`src/amd_consts.vh`:
```
// constants for the cpu addressing mode decoder
`ifndef AMD_CONSTS_VH
`define AMD_CONSTS_VH
// prefix bytes
`define PFX_SECOND_INDEX          8'h90
`define PFX_SECOND_INDEX_INDIRECT 8'h91
`define PFX_INDIRECT              8'h92
// addressing mode codes (17 modes)
`define AM_INH      5'h00
`define AM_IMM      5'h01
`define AM_DIR_S    5'h02
`define AM_DIR_L    5'h03
`define AM_IDX_0    5'h04
`define AM_IDX_S    5'h05
`define AM_IDX_L    5'h06
`define AM_IND_S    5'h07
`define AM_IND_L    5'h08
`define AM_INDX_S   5'h09
`define AM_INDX_L   5'h0A
`define AM_REL_D    5'h0B
`define AM_REL_I    5'h0C
`define AM_BIT_D    5'h0D
`define AM_BIT_I    5'h0E
`define AM_BITR_D   5'h0F
`define AM_BITR_I   5'h10
// interrupt mask levels
`define MASK_LEVEL_SET   2'h3
`define MASK_LEVEL_CLEAR 2'h0
// opcodes of the two mask instructions
`define OP_MASK_SET   8'h9B
`define OP_MASK_CLEAR 8'h9A
`endif

```
`src/amd_mode_table.v`:
```
// opcode to addressing mode lookup
`timescale 1ns/10ps
`default_nettype none
`include "amd_consts.vh"
module amd_mode_table
(
  // opcode and prefix state
  input  wire [7:0] opcode_in,
  input  wire       pfx_ind_in,
  // decoded mode
  output reg  [4:0] mode_out,
  output reg        rmw_out
);
  // ****************************************
  // mode decode by opcode column (high nibble)
  // ****************************************
  // mode from high nibble; prefix turns direct/offset-indexed into indirect forms, no-offset indexed stays
  always @*
  begin
    mode_out = `AM_INH;
    rmw_out  = 1'b0;
    case (opcode_in[7:4])
      4'h0: mode_out = pfx_ind_in ? `AM_BITR_I : `AM_BITR_D;
      4'h1:
      begin
        mode_out = pfx_ind_in ? `AM_BIT_I : `AM_BIT_D;
        rmw_out  = 1'b1;
      end
      4'h2: mode_out = pfx_ind_in ? `AM_REL_I : `AM_REL_D;
      4'h3:
      begin
        mode_out = pfx_ind_in ? `AM_IND_S : `AM_DIR_S;
        rmw_out  = 1'b1;
      end
      4'h4, 4'h5, 4'h8, 4'h9: mode_out = `AM_INH;
      4'h6:
      begin
        mode_out = pfx_ind_in ? `AM_INDX_S : `AM_IDX_S;
        rmw_out  = 1'b1;
      end
      4'h7:
      begin
        mode_out = `AM_IDX_0;
        rmw_out  = 1'b1;
      end
      4'hA: mode_out = `AM_IMM;
      4'hB: mode_out = pfx_ind_in ? `AM_IND_S : `AM_DIR_S;
      4'hC: mode_out = pfx_ind_in ? `AM_IND_L : `AM_DIR_L;
      4'hD: mode_out = pfx_ind_in ? `AM_INDX_L : `AM_IDX_L;
      4'hE: mode_out = pfx_ind_in ? `AM_INDX_S : `AM_IDX_S;
      4'hF: mode_out = `AM_IDX_0;
      default: mode_out = `AM_INH;
    endcase
  end
endmodule // amd_mode_table
`default_nettype wire

```
`src/cpu_addressing_mode_decoder.v`:
```
// fetch sequencer and effective address generator
`timescale 1ns/10ps
`default_nettype none
`include "amd_consts.vh"
module cpu_addressing_mode_decoder
(
  // clock and reset
  input  wire        clk_in,
  input  wire        nrst_in,
  // sequencer control
  input  wire        start_in,
  input  wire [15:0] pc_in,
  input  wire [7:0]  index_x_in,
  input  wire [7:0]  index_y_in,
  // memory bus
  output reg  [15:0] mem_addr_out,
  output wire        mem_rd_out,
  input  wire        mem_ack_in,
  input  wire [7:0]  mem_data_in,
  // results
  output reg         done_out,
  output reg  [4:0]  mode_out,
  output reg  [7:0]  opcode_out,
  output reg  [15:0] ea_out,
  output reg  [7:0]  operand_out,
  output reg  [15:0] next_pc_out,
  output reg  [2:0]  length_out,
  output reg         rmw_out,
  output reg  [1:0]  int_mask_out,
  output wire        busy_out
);
  // ****************************************
  // states
  // ****************************************
  localparam ST_IDLE  = 3'h0;
  localparam ST_OPC   = 3'h1;
  localparam ST_OPND  = 3'h2;
  localparam ST_PTR   = 3'h3;
  localparam ST_OFS   = 3'h4;
  localparam ST_DONE  = 3'h5;

  // ****************************************
  // registers
  // ****************************************
  // sequencer state, fetch pointer, prefixes, captured fields
  reg  [2:0]  state;
  reg  [15:0] fetch_pc;
  reg  [7:0]  opc;
  reg         pfx_y;
  reg         pfx_ind;
  reg         pfx_iy;
  reg  [1:0]  opnd_left;
  reg  [1:0]  ptr_left;
  reg  [15:0] word_acc;
  reg  [15:0] ptr_base;
  reg  [2:0]  len;
  reg  [4:0]  mode;
  reg         rmw;
  wire [4:0]  tbl_mode;
  wire        tbl_rmw;

  // ****************************************
  // bus strobes
  // ****************************************
  // a byte is wanted in every fetch state
  assign mem_rd_out = (state == ST_OPC) || (state == ST_OPND) ||
                      (state == ST_PTR) || (state == ST_OFS);
  assign busy_out   = (state != ST_IDLE);

  // ****************************************
  // mode table
  // ****************************************
  // opcode column lookup, prefix aware
  amd_mode_table u_table
  (
    .opcode_in  (mem_data_in),
    .pfx_ind_in (pfx_ind),
    .mode_out   (tbl_mode),
    .rmw_out    (tbl_rmw)
  );

  // ****************************************
  // per-mode operand byte counts
  // ****************************************
  // bytes after opcode, pointer bytes to read
  reg [1:0] n_opnd;
  reg [1:0] n_ptr;
  reg       uses_idx;
  always @*
  begin
    n_opnd   = 2'h0;
    n_ptr    = 2'h0;
    uses_idx = 1'b0;
    case (tbl_mode)
      `AM_INH:    n_opnd = 2'h0;
      `AM_IMM:    n_opnd = 2'h1;
      `AM_DIR_S:  n_opnd = 2'h1;
      `AM_DIR_L:  n_opnd = 2'h2;
      `AM_IDX_0:  uses_idx = 1'b1;
      `AM_IDX_S:
      begin
        n_opnd   = 2'h1;
        uses_idx = 1'b1;
      end
      `AM_IDX_L:
      begin
        n_opnd   = 2'h2;
        uses_idx = 1'b1;
      end
      `AM_IND_S:
      begin
        n_opnd = 2'h1;
        n_ptr  = 2'h1;
      end
      `AM_IND_L:
      begin
        n_opnd = 2'h1;
        n_ptr  = 2'h2;
      end
      `AM_INDX_S:
      begin
        n_opnd   = 2'h1;
        n_ptr    = 2'h1;
        uses_idx = 1'b1;
      end
      `AM_INDX_L:
      begin
        n_opnd   = 2'h1;
        n_ptr    = 2'h2;
        uses_idx = 1'b1;
      end
      `AM_REL_D:  n_opnd = 2'h1;
      `AM_REL_I:
      begin
        n_opnd = 2'h1;
        n_ptr  = 2'h1;
      end
      `AM_BIT_D:  n_opnd = 2'h1;
      `AM_BIT_I:
      begin
        n_opnd = 2'h1;
        n_ptr  = 2'h1;
      end
      `AM_BITR_D: n_opnd = 2'h2;
      `AM_BITR_I:
      begin
        n_opnd = 2'h2;
        n_ptr  = 2'h1;
      end
      default:    n_opnd = 2'h0;
    endcase
  end

  // selected index: prefix 90 or 91 selects second index
  wire [7:0] idx_sel = (pfx_y || pfx_iy) ? index_y_in : index_x_in;

  // ****************************************
  // sequencer
  // ****************************************
  // walks prefixes and opcode, operand bytes, pointer bytes, then publishes
  always @(posedge clk_in or negedge nrst_in)
  begin
    if (!nrst_in)
    begin
      state        <= ST_IDLE;
      fetch_pc     <= 16'h0000;
      opc          <= 8'h00;
      pfx_y        <= 1'b0;
      pfx_ind      <= 1'b0;
      pfx_iy       <= 1'b0;
      opnd_left    <= 2'h0;
      ptr_left     <= 2'h0;
      word_acc     <= 16'h0000;
      ptr_base     <= 16'h0000;
      len          <= 3'h0;
      mode         <= 5'h00;
      rmw          <= 1'b0;
      mem_addr_out <= 16'h0000;
      done_out     <= 1'b0;
      mode_out     <= 5'h00;
      opcode_out   <= 8'h00;
      ea_out       <= 16'h0000;
      operand_out  <= 8'h00;
      next_pc_out  <= 16'h0000;
      length_out   <= 3'h0;
      rmw_out      <= 1'b0;
      int_mask_out <= `MASK_LEVEL_SET;
    end
    else
    begin
      done_out <= 1'b0;
      case (state)
        // capture start address, clear prefixes
        ST_IDLE:
        begin
          if (start_in)
          begin
            fetch_pc     <= pc_in;
            mem_addr_out <= pc_in;
            pfx_y        <= 1'b0;
            pfx_ind      <= 1'b0;
            pfx_iy       <= 1'b0;
            len          <= 3'h0;
            word_acc     <= 16'h0000;
            state        <= ST_OPC;
          end
        end
        // prefix or opcode byte
        ST_OPC:
        begin
          if (mem_ack_in)
          begin
            fetch_pc     <= fetch_pc + 16'h0001;
            mem_addr_out <= fetch_pc + 16'h0001;
            len          <= len + 3'h1;
            if (mem_data_in == `PFX_SECOND_INDEX)
              pfx_y <= 1'b1;
            else if (mem_data_in == `PFX_INDIRECT)
              pfx_ind <= 1'b1;
            else if (mem_data_in == `PFX_SECOND_INDEX_INDIRECT)
            begin
              pfx_iy  <= 1'b1;
              pfx_ind <= 1'b1;
            end
            else
            begin
              opc       <= mem_data_in;
              mode      <= tbl_mode;
              rmw       <= tbl_rmw;
              opnd_left <= n_opnd;
              ptr_left  <= n_ptr;
              // no-offset indexed: index alone is the address
              ptr_base  <= uses_idx ? {8'h00, idx_sel} : 16'h0000;
              if (mem_data_in == `OP_MASK_SET)
                int_mask_out <= `MASK_LEVEL_SET;
              else if (mem_data_in == `OP_MASK_CLEAR)
                int_mask_out <= `MASK_LEVEL_CLEAR;
              state <= (n_opnd == 2'h0) ? ST_DONE : ST_OPND;
            end
          end
        end
        ST_OPND:
        begin
          if (mem_ack_in)
          begin
            fetch_pc     <= fetch_pc + 16'h0001;
            mem_addr_out <= fetch_pc + 16'h0001;
            len          <= len + 3'h1;
            // bit-relative: first byte is address, last is jump offset
            if ((mode == `AM_BITR_D || mode == `AM_BITR_I) && opnd_left == 2'h1)
              operand_out <= mem_data_in;
            else
              word_acc <= {word_acc[7:0], mem_data_in};
            if (mode == `AM_IMM || mode == `AM_REL_D)
              operand_out <= mem_data_in;
            opnd_left <= opnd_left - 2'h1;
            if (opnd_left == 2'h1)
            begin
              if (ptr_left != 2'h0)
              begin
                // pointer lives in page zero
                mem_addr_out <= {8'h00, ((mode == `AM_BITR_I) ? word_acc[7:0]
                                : mem_data_in)};
                state        <= ST_PTR;
              end
              else
                state <= ST_DONE;
            end
          end
        end
        // pointer bytes from page zero, high byte first
        ST_PTR:
        begin
          if (mem_ack_in)
          begin
            word_acc     <= {word_acc[7:0], mem_data_in};
            mem_addr_out <= mem_addr_out + 16'h0001;
            ptr_left     <= ptr_left - 2'h1;
            if (ptr_left == 2'h1)
            begin
              if (mode == `AM_REL_I)
                operand_out <= mem_data_in;
              state <= ST_DONE;
            end
          end
        end
        // publish results and effective address
        ST_DONE:
        begin
          done_out    <= 1'b1;
          mode_out    <= mode;
          opcode_out  <= opc;
          rmw_out     <= rmw;
          length_out  <= len;
          next_pc_out <= fetch_pc;
          case (mode)
            `AM_IDX_0:
              ea_out <= ptr_base;
            `AM_IDX_S, `AM_INDX_S:
              ea_out <= {8'h00, word_acc[7:0]} + {8'h00, idx_sel};
            `AM_IDX_L, `AM_INDX_L:
              ea_out <= word_acc + {8'h00, idx_sel};
            `AM_DIR_S, `AM_IND_S, `AM_BIT_D, `AM_BIT_I:
              ea_out <= {8'h00, word_acc[7:0]};
            `AM_DIR_L, `AM_IND_L:
              ea_out <= word_acc;
            `AM_BITR_D, `AM_BITR_I:
              ea_out <= {8'h00, word_acc[7:0]};
            `AM_REL_D, `AM_REL_I:
              ea_out <= fetch_pc + {{8{operand_out[7]}}, operand_out};
            default:
              ea_out <= 16'h0000;
          endcase
          state <= ST_IDLE;
        end
        default: state <= ST_IDLE;
      endcase
    end
  end
endmodule // cpu_addressing_mode_decoder
`default_nettype wire

```
`config.mk`:
```
export PLATFORM = sky130hd
export DESIGN_NAME = cpu_addressing_mode_decoder
export DESIGN_NICKNAME = d
export VERILOG_FILES = /design/src/amd_mode_table.v /design/src/cpu_addressing_mode_decoder.v
export VERILOG_INCLUDE_DIRS = /design/src
export SDC_FILE = /design/constraint.sdc
export NUM_CORES = 1
export LEC_CHECK = 0
export ABC_AREA = 1
export BUFFER_PORTS_ARGS = -buffer_cell sky130_fd_sc_hd__buf_4
export CAP_MARGIN = 10
export CORE_MARGIN = 4
export CORE_UTILIZATION = 40
export DETAILED_ROUTE_END_ITERATION = 6
export GPL_ROUTABILITY_DRIVEN = 0
export SETUP_SLACK_MARGIN = 0.15
export SYNTH_ARGS = -nofsm -noshare
export SYNTH_HDL_FRONTEND = slang
export SYNTH_SLANG_ARGS = --single-unit
```
`constraint.sdc`:
```
create_clock -name clk_in -period 4.1 [get_ports clk_in]
set_clock_uncertainty 0.15 [all_clocks]
set_input_delay 0.82 -clock clk_in [delete_from_list [all_inputs] [get_ports clk_in]]
set_output_delay 0.82 -clock clk_in [all_outputs]
set_load 0.01 [all_outputs]
```
# Yosys cells after proc, flatten, opt, wreduce, memory -nomap -nowiden
# Cells that the tools add are included.
[word_totals]
ff_bits = 151
in_bits = 44
output_inout_bits = 78
elab_cells = 236
[op_classes]
n_addsub = 8
eq_ne = 75
n_mux = 79
n_bitwise = 3
n_reduce_logical = 48
[ops]
columns = ["operator", "count"]
rows = [
  ["two-way mux 16 bit", 10],
  ["case mux 16 bit (6 select lines)", 1],
  ["== test 5 x 4 -> 1 bit, second input constant", 16],
  ["two-way mux 8 bit", 9],
  ["case mux 16 bit (4 select lines)", 1],
  ["case mux 5 bit (10 select lines)", 1],
  ["case mux 16 bit (3 select lines)", 1],
  ["two-way mux 3 bit", 15],
  ["== test 5 x 3 -> 1 bit, second input constant", 8],
  ["== test 8 bit, second input constant", 5],
  ["adder 16 x 1 -> 16 bit, second input constant", 2],
  ["== test 4 bit, second input constant", 8],
  ["case mux 16 bit (2 select lines)", 1],
  ["AND reduction 6 bit", 5],
  ["two-way mux 2 bit", 13],
  ["== test 5 x 2 -> 1 bit, second input constant", 4],
  ["AND reduction 5 bit", 4],
  ["OR reduction 2 bit", 9],
  ["adder 16 bit", 1],
  ["adder 16 x 8 -> 16 bit", 1],
  ["== test 4 x 3 -> 1 bit, second input constant", 4],
  ["!= test 2 bit, second input constant", 8],
  ["case mux 2 bit (2 select lines)", 4],
  ["case mux 8 bit (2 select lines)", 1],
  ["35 further kinds", 81],
]

# Logic depth before layout (Yosys ltp)
[depth]
depth_word = 13
ltp_mapped = 16
mapped_depth_nobuf = 16

# Modules after synthesis
# From an unflattened synthesis, not the netlist that was laid out.
[hier_totals]
hier_cells = 1360
area_unflattened_um2 = 9355.2
[modules_own_cells]
columns = ["mod", "n_inst", "cells_per_inst", "area_per_inst_um2", "seq_area_each_um2"]
rows = [
  ["cpu_addressing_mode_decoder", 1, 1304, 9081.2, 3554.7],
  ["amd_mode_table", 1, 56, 274.0, 0.0],
]

# Worst setup path before layout
# No wires, ideal clock.
[synth_timing]
path_kind = "in2reg"
from = "in index_y_in[1]"
to = "reg ea_out[12]"
arrival_ns = 2.574
path_slack_ns = 1.259
cell_stages = 14
path_buffers = 0
cell_sequence = "inv_1 -> o21ai_0 -> inv_1 -> fa_1 -> o21ai_0 -> nand2_1 -> nand3_1 -> nand3_1 -> o21ai_0 -> o21ai_0 -> nand2_1 -> nand2_1 -> nand2_1 -> nand2_1"
[synth_via]
elab_chain_len = 3
[synth_lines]
columns = ["item", "line", "text"]
rows = [
  ["start: declaration", "cpu_addressing_mode_decoder.v:14", "input wire [7:0] index_y_in,"],
  ["two-way mux 8 bit", "cpu_addressing_mode_decoder.v:155", "wire [7:0] idx_sel = (pfx_y || pfx_iy) ? index_y_in : index_x_in;"],
  ["adder 16 x 8 -> 16 bit", "cpu_addressing_mode_decoder.v:302", "ea_out <= word_acc + {8'h00, idx_sel};"],
  ["case mux 16 bit (6 select lines)", "cpu_addressing_mode_decoder.v:296", "case (mode)"],
  ["end signal: assignment", "cpu_addressing_mode_decoder.v:298", "ea_out <= ptr_base;"],
  ["end signal: assignment", "cpu_addressing_mode_decoder.v:302", ""],
  ["end signal: assignment", "cpu_addressing_mode_decoder.v:304", "ea_out <= {8'h00, word_acc[7:0]};"],
  ["end: declaration", "cpu_addressing_mode_decoder.v:24", "output reg [15:0] ea_out,"],
]
# Every way passes these cells.
# A chain may end at the register's enable or synchronous reset.

# Worst setup path after layout
[layout_timing]
from = "reg pfx_iy"
to = "reg ea_out[12]"
[layout_via]
elab_chain_len = 4
[layout_lines]
columns = ["item", "line", "text"]
rows = [
  ["start: declaration", "cpu_addressing_mode_decoder.v:51", "reg pfx_iy;"],
  ["start signal: assignment", "cpu_addressing_mode_decoder.v:170", "pfx_iy <= 1'b0;"],
  ["start signal: assignment", "cpu_addressing_mode_decoder.v:202", "pfx_iy <= 1'b0;"],
  ["start signal: assignment", "cpu_addressing_mode_decoder.v:222", "pfx_iy <= 1'b1;"],
  ["logical OR 1 bit", "cpu_addressing_mode_decoder.v:155", ""],
  ["two-way mux 8 bit", "cpu_addressing_mode_decoder.v:155", ""],
  ["adder 16 x 8 -> 16 bit", "cpu_addressing_mode_decoder.v:302", ""],
  ["case mux 16 bit (6 select lines)", "cpu_addressing_mode_decoder.v:296", ""],
]
# Every way passes these cells.

==> flow_summary.json <==
{
  "nets": 1390,
  "drc": 0,
  "synth_flop_cell": "dfrtp_1",
  "vias": 8664,
  "core_sq_um": 21300,
  "numCtsBuffers": 17,
  "fin_area_sq_um": 10600,
  "multi_input_area_sq_um": 4560,
  "clockBufferDepth": 2,
  "std_cell_rows": 53,
  "crit_path_start": "pfx_iy",
  "viasPerCell": 5.40,
  "whs_ps": 189,
  "wl_per_cell_um": 17.1,
  "die_w_um": 156,
  "seqCellArea_sq_um": 3550,
  "critical_path_required_ps": 4270,
  "synth_top_family_by_area": "simple AND/OR/NAND/NOR gates",
  "worstSetupEndpointType": "register",
  "avgSynthCellArea_sq_um": 7.31,
  "yosysTopAreaCell": "dfrtp_1",
  "cts-root-buf": "clkbuf_16",
  "worstRegToRegCells": 16,
  "cpMostUsedCell": "nand2_1",
  "synth_enable_flop_cells": 0,
  "hold_buffers": 0,
  "p_seq_frac": 0.298,
  "p_int_mw": 4.59,
  "hold_path_class": "primary input to asynchronous set/reset pin",
  "pin_count": 122,
  "clock-sinks": 142,
  "io_buffer_count": 121,
  "synth_top_area_share": 0.404,
  "power_switching_mw": 3.98,
  "htreeDepth": 4,
  "die_h_um": 156,
  "synthArstFlopShare": 1.00,
  "startpoint_type": "register",
  "rsz0062_at_grt": "no",
  "synthMuxAreaShare": 0.00902,
  "p_leak_nw": 5.37,
  "synth-compound-area-share": 0.179,
  "syn_nets": 1270,
  "dp_hpwl_mm": 21.1,
  "ant_nets": 0,
  "critPathKind": "register to register",
  "antenna_found_initial": 0,
  "clkTransAtPathRegs_ps": 70,
  "maxCapViolCount": 0,
  "synth-seq-cells": 142,
  "synth_area_leaders": "dfrtp_1 (40%), nand2_1 (15%), o21ai_0 (6.4%), nand3_1 (5.3%), inv_1 (5.3%)",
  "cp_cell_sequence": "nor2_1, buf_4, mux2_2, ha_1, inv_1, fa_1, o21ai_0, nand2_1, nand3_1, nand3_1, o21ai_0, o21ai_0, nand2_1, nand2_1, nand2_1, nand2_1",
  "reg2reg_from": "pfx_iy",
  "final_max_slew_viol_count": 0,
  "routed_wl_mm": 27.4,
  "synth_fa_ha_area_frac": 0.0461,
  "cts_tree": "yes",
  "start_util": 0.411,
  "synth-simple-area-share": 0.278,
  "cts_setup_buffers": 0,
  "tightest_slew_ps": 1140,
  "path_max_fanout": 9,
  "synth_xor_area_frac": 0.00902,
  "grt_pass1_vias": 8159,
  "arrival_ps": 3230,
  "r2r_slack_ps": 1040,
  "final_hold_viol_count": 0,
  "tns_ps": 0,
  "relSlewSlack": 0.237,
  "fin_crit_ps": 3060,
  "synth_top_cells_by_count": "nand2_1 (350), dfrtp_1 (141), inv_1 (123)",
  "first_iter_violations": 811,
  "grt_pass1_wl_mm": 43.9,
  "switching_share": 0.464,
  "total_power_mw": 8.57,
  "worstReg2RegEnd": "ea_out[12]",
  "dieArea_sq_um": 24300,
  "synth_cell_types": 45,
  "period_share": 0.746,
  "drive_above_1_share": 0.152,
  "combPwrFrac": 0.505,
  "syn_inst": 1195,
  "syn_area_sq_um": 8740,
  "antennaDiodeCount": 0,
  "fmax_mhz": 327,
  "grt_max_degree": 61,
  "vdd_ir_drop_max_v": 0.000334,
  "fin_util": 0.498,
  "slowest_stage": "fa_1",
  "area_growth_pct": 21.2,
  "clock_latency_ps": 430,
  "setup_viol": 0,
  "status": "completed",
  "slowest_delay_ps": 410,
  "yosysMostFrequentCell": "nand2_1",
  "first_pass_iters": 6,
  "fillers": 2135,
  "clock_power_share": 0.197,
  "post_cts_resized": 0,
  "ys_seq_area_frac": 0.407,
  "powerDensity_nw_per_um2": 809,
  "post_dp_cell_area_sq_um": 9960,
  "overflow": 0,
  "track_usage": 0.228,
  "yosysWarnings": 0
}
routing by layer:
metal / share of wire / wire length [um] / vias to the layer above / global-route usage
met5: 0 / 0 / - / 0
met4: 0.025 / 684 / 0 / 0.0759
met3: 0.061 / 1670 / 48 / 0.0374
met2: 0.44 / 12100 / 295 / 0.342
met1: 0.47 / 13000 / 4032 / 0.336
li1: - / - / 4289 / -
flip-flops by register name, indices dropped and copies added, names as in the netlist, 2 cells and up:
signal and flops:
ptr_base 8, opc 8, length_out 3, operand_out 8
ptr_left 2, ea_out 16, mode_out 5, word_acc 16
mode 5, opnd_left 2, mem_addr_out 16, fetch_pc 16
len 3, state 3, opcode_out 8, next_pc_out 16
placed cells by master, fill, tap and decap left out, drive strengths merged, types with 6 or more instances in the layout:
master and n:
nor4 6, buf 131, inv 142, mux2 7, o22ai 18, or2 9
xor2 8, a21oi 59, a22oi 7, nand2 354, nor2 80, dfrtp 141
nand3 93, nand4 17, clkbuf 18, o211ai 21, o221ai 14, o21ai 124
ha 29, nor3 13
worst max path at each step:
stage,end,slack [ps],cells past startpoint
finish,ea_out[12],1040,16
global route,ea_out[14],780,16
CTS,ea_out[12],1080,16
detailed placement,ea_out[12],790,15
global placement,ea_out[12],860,15
floorplan,ea_out[12],1260,14
per-stage QoR:
stage               setup WS [ps]  cells
floorplan                    1260   1195
global placement              856   1571
detailed placement            788   1571
CTS                          1080   1603
global route                  778   1603
finish                       1040   1603
critical path: cells and delay by family, from the launching register on:
| kind | cells | cell delay (ps) |
|---|---|---|
| AND/OR/NAND/NOR | 8 | 790 |
| buffers and inverters | 2 | 250 |
| AO/OA/AOI/OAI | 3 | 600 |
| multiplexers | 1 | 190 |
| adder cells (fa/ha/maj) | 2 | 570 |
| flip-flops | 1 | 390 |
power groups by stage:
stage | Combinational, mW | Clock (mW) | Sequential (mW)
CTS | 4.32 | 1.72 | 2.55
floorplan | 2.73 | 0 | 2.52
global route | 4.88 | 1.78 | 2.64
finish | 4.32 | 1.69 | 2.56
detailed placement | 4.29 | 0 | 2.57
global placement | 4.28 | 0 | 2.57
final cells by class:
class | count | area share
sequential | 142 | 0.336
tap | 275 | 0.0325
clock buffer | 18 | 0.0415
clock inverter | 14 | 0.0185
timing repair buffer | 131 | 0.0944
inverter | 134 | 0.0475
multi-input combinational | 889 | 0.430
logic make-up (layout without fill, tap and decap cells):
family                     count (synthesis)  after routing
and+or+nand+nor                          576            576
AOI/OAI and AO/OA                        266            266
buffers and inverters                    164            297
DFF                                      142            142
adders and majority gates                 31             31
xor gates and xnor gates                   9              9
muxes                                      7              7
(Power assumes the default switching activity.)
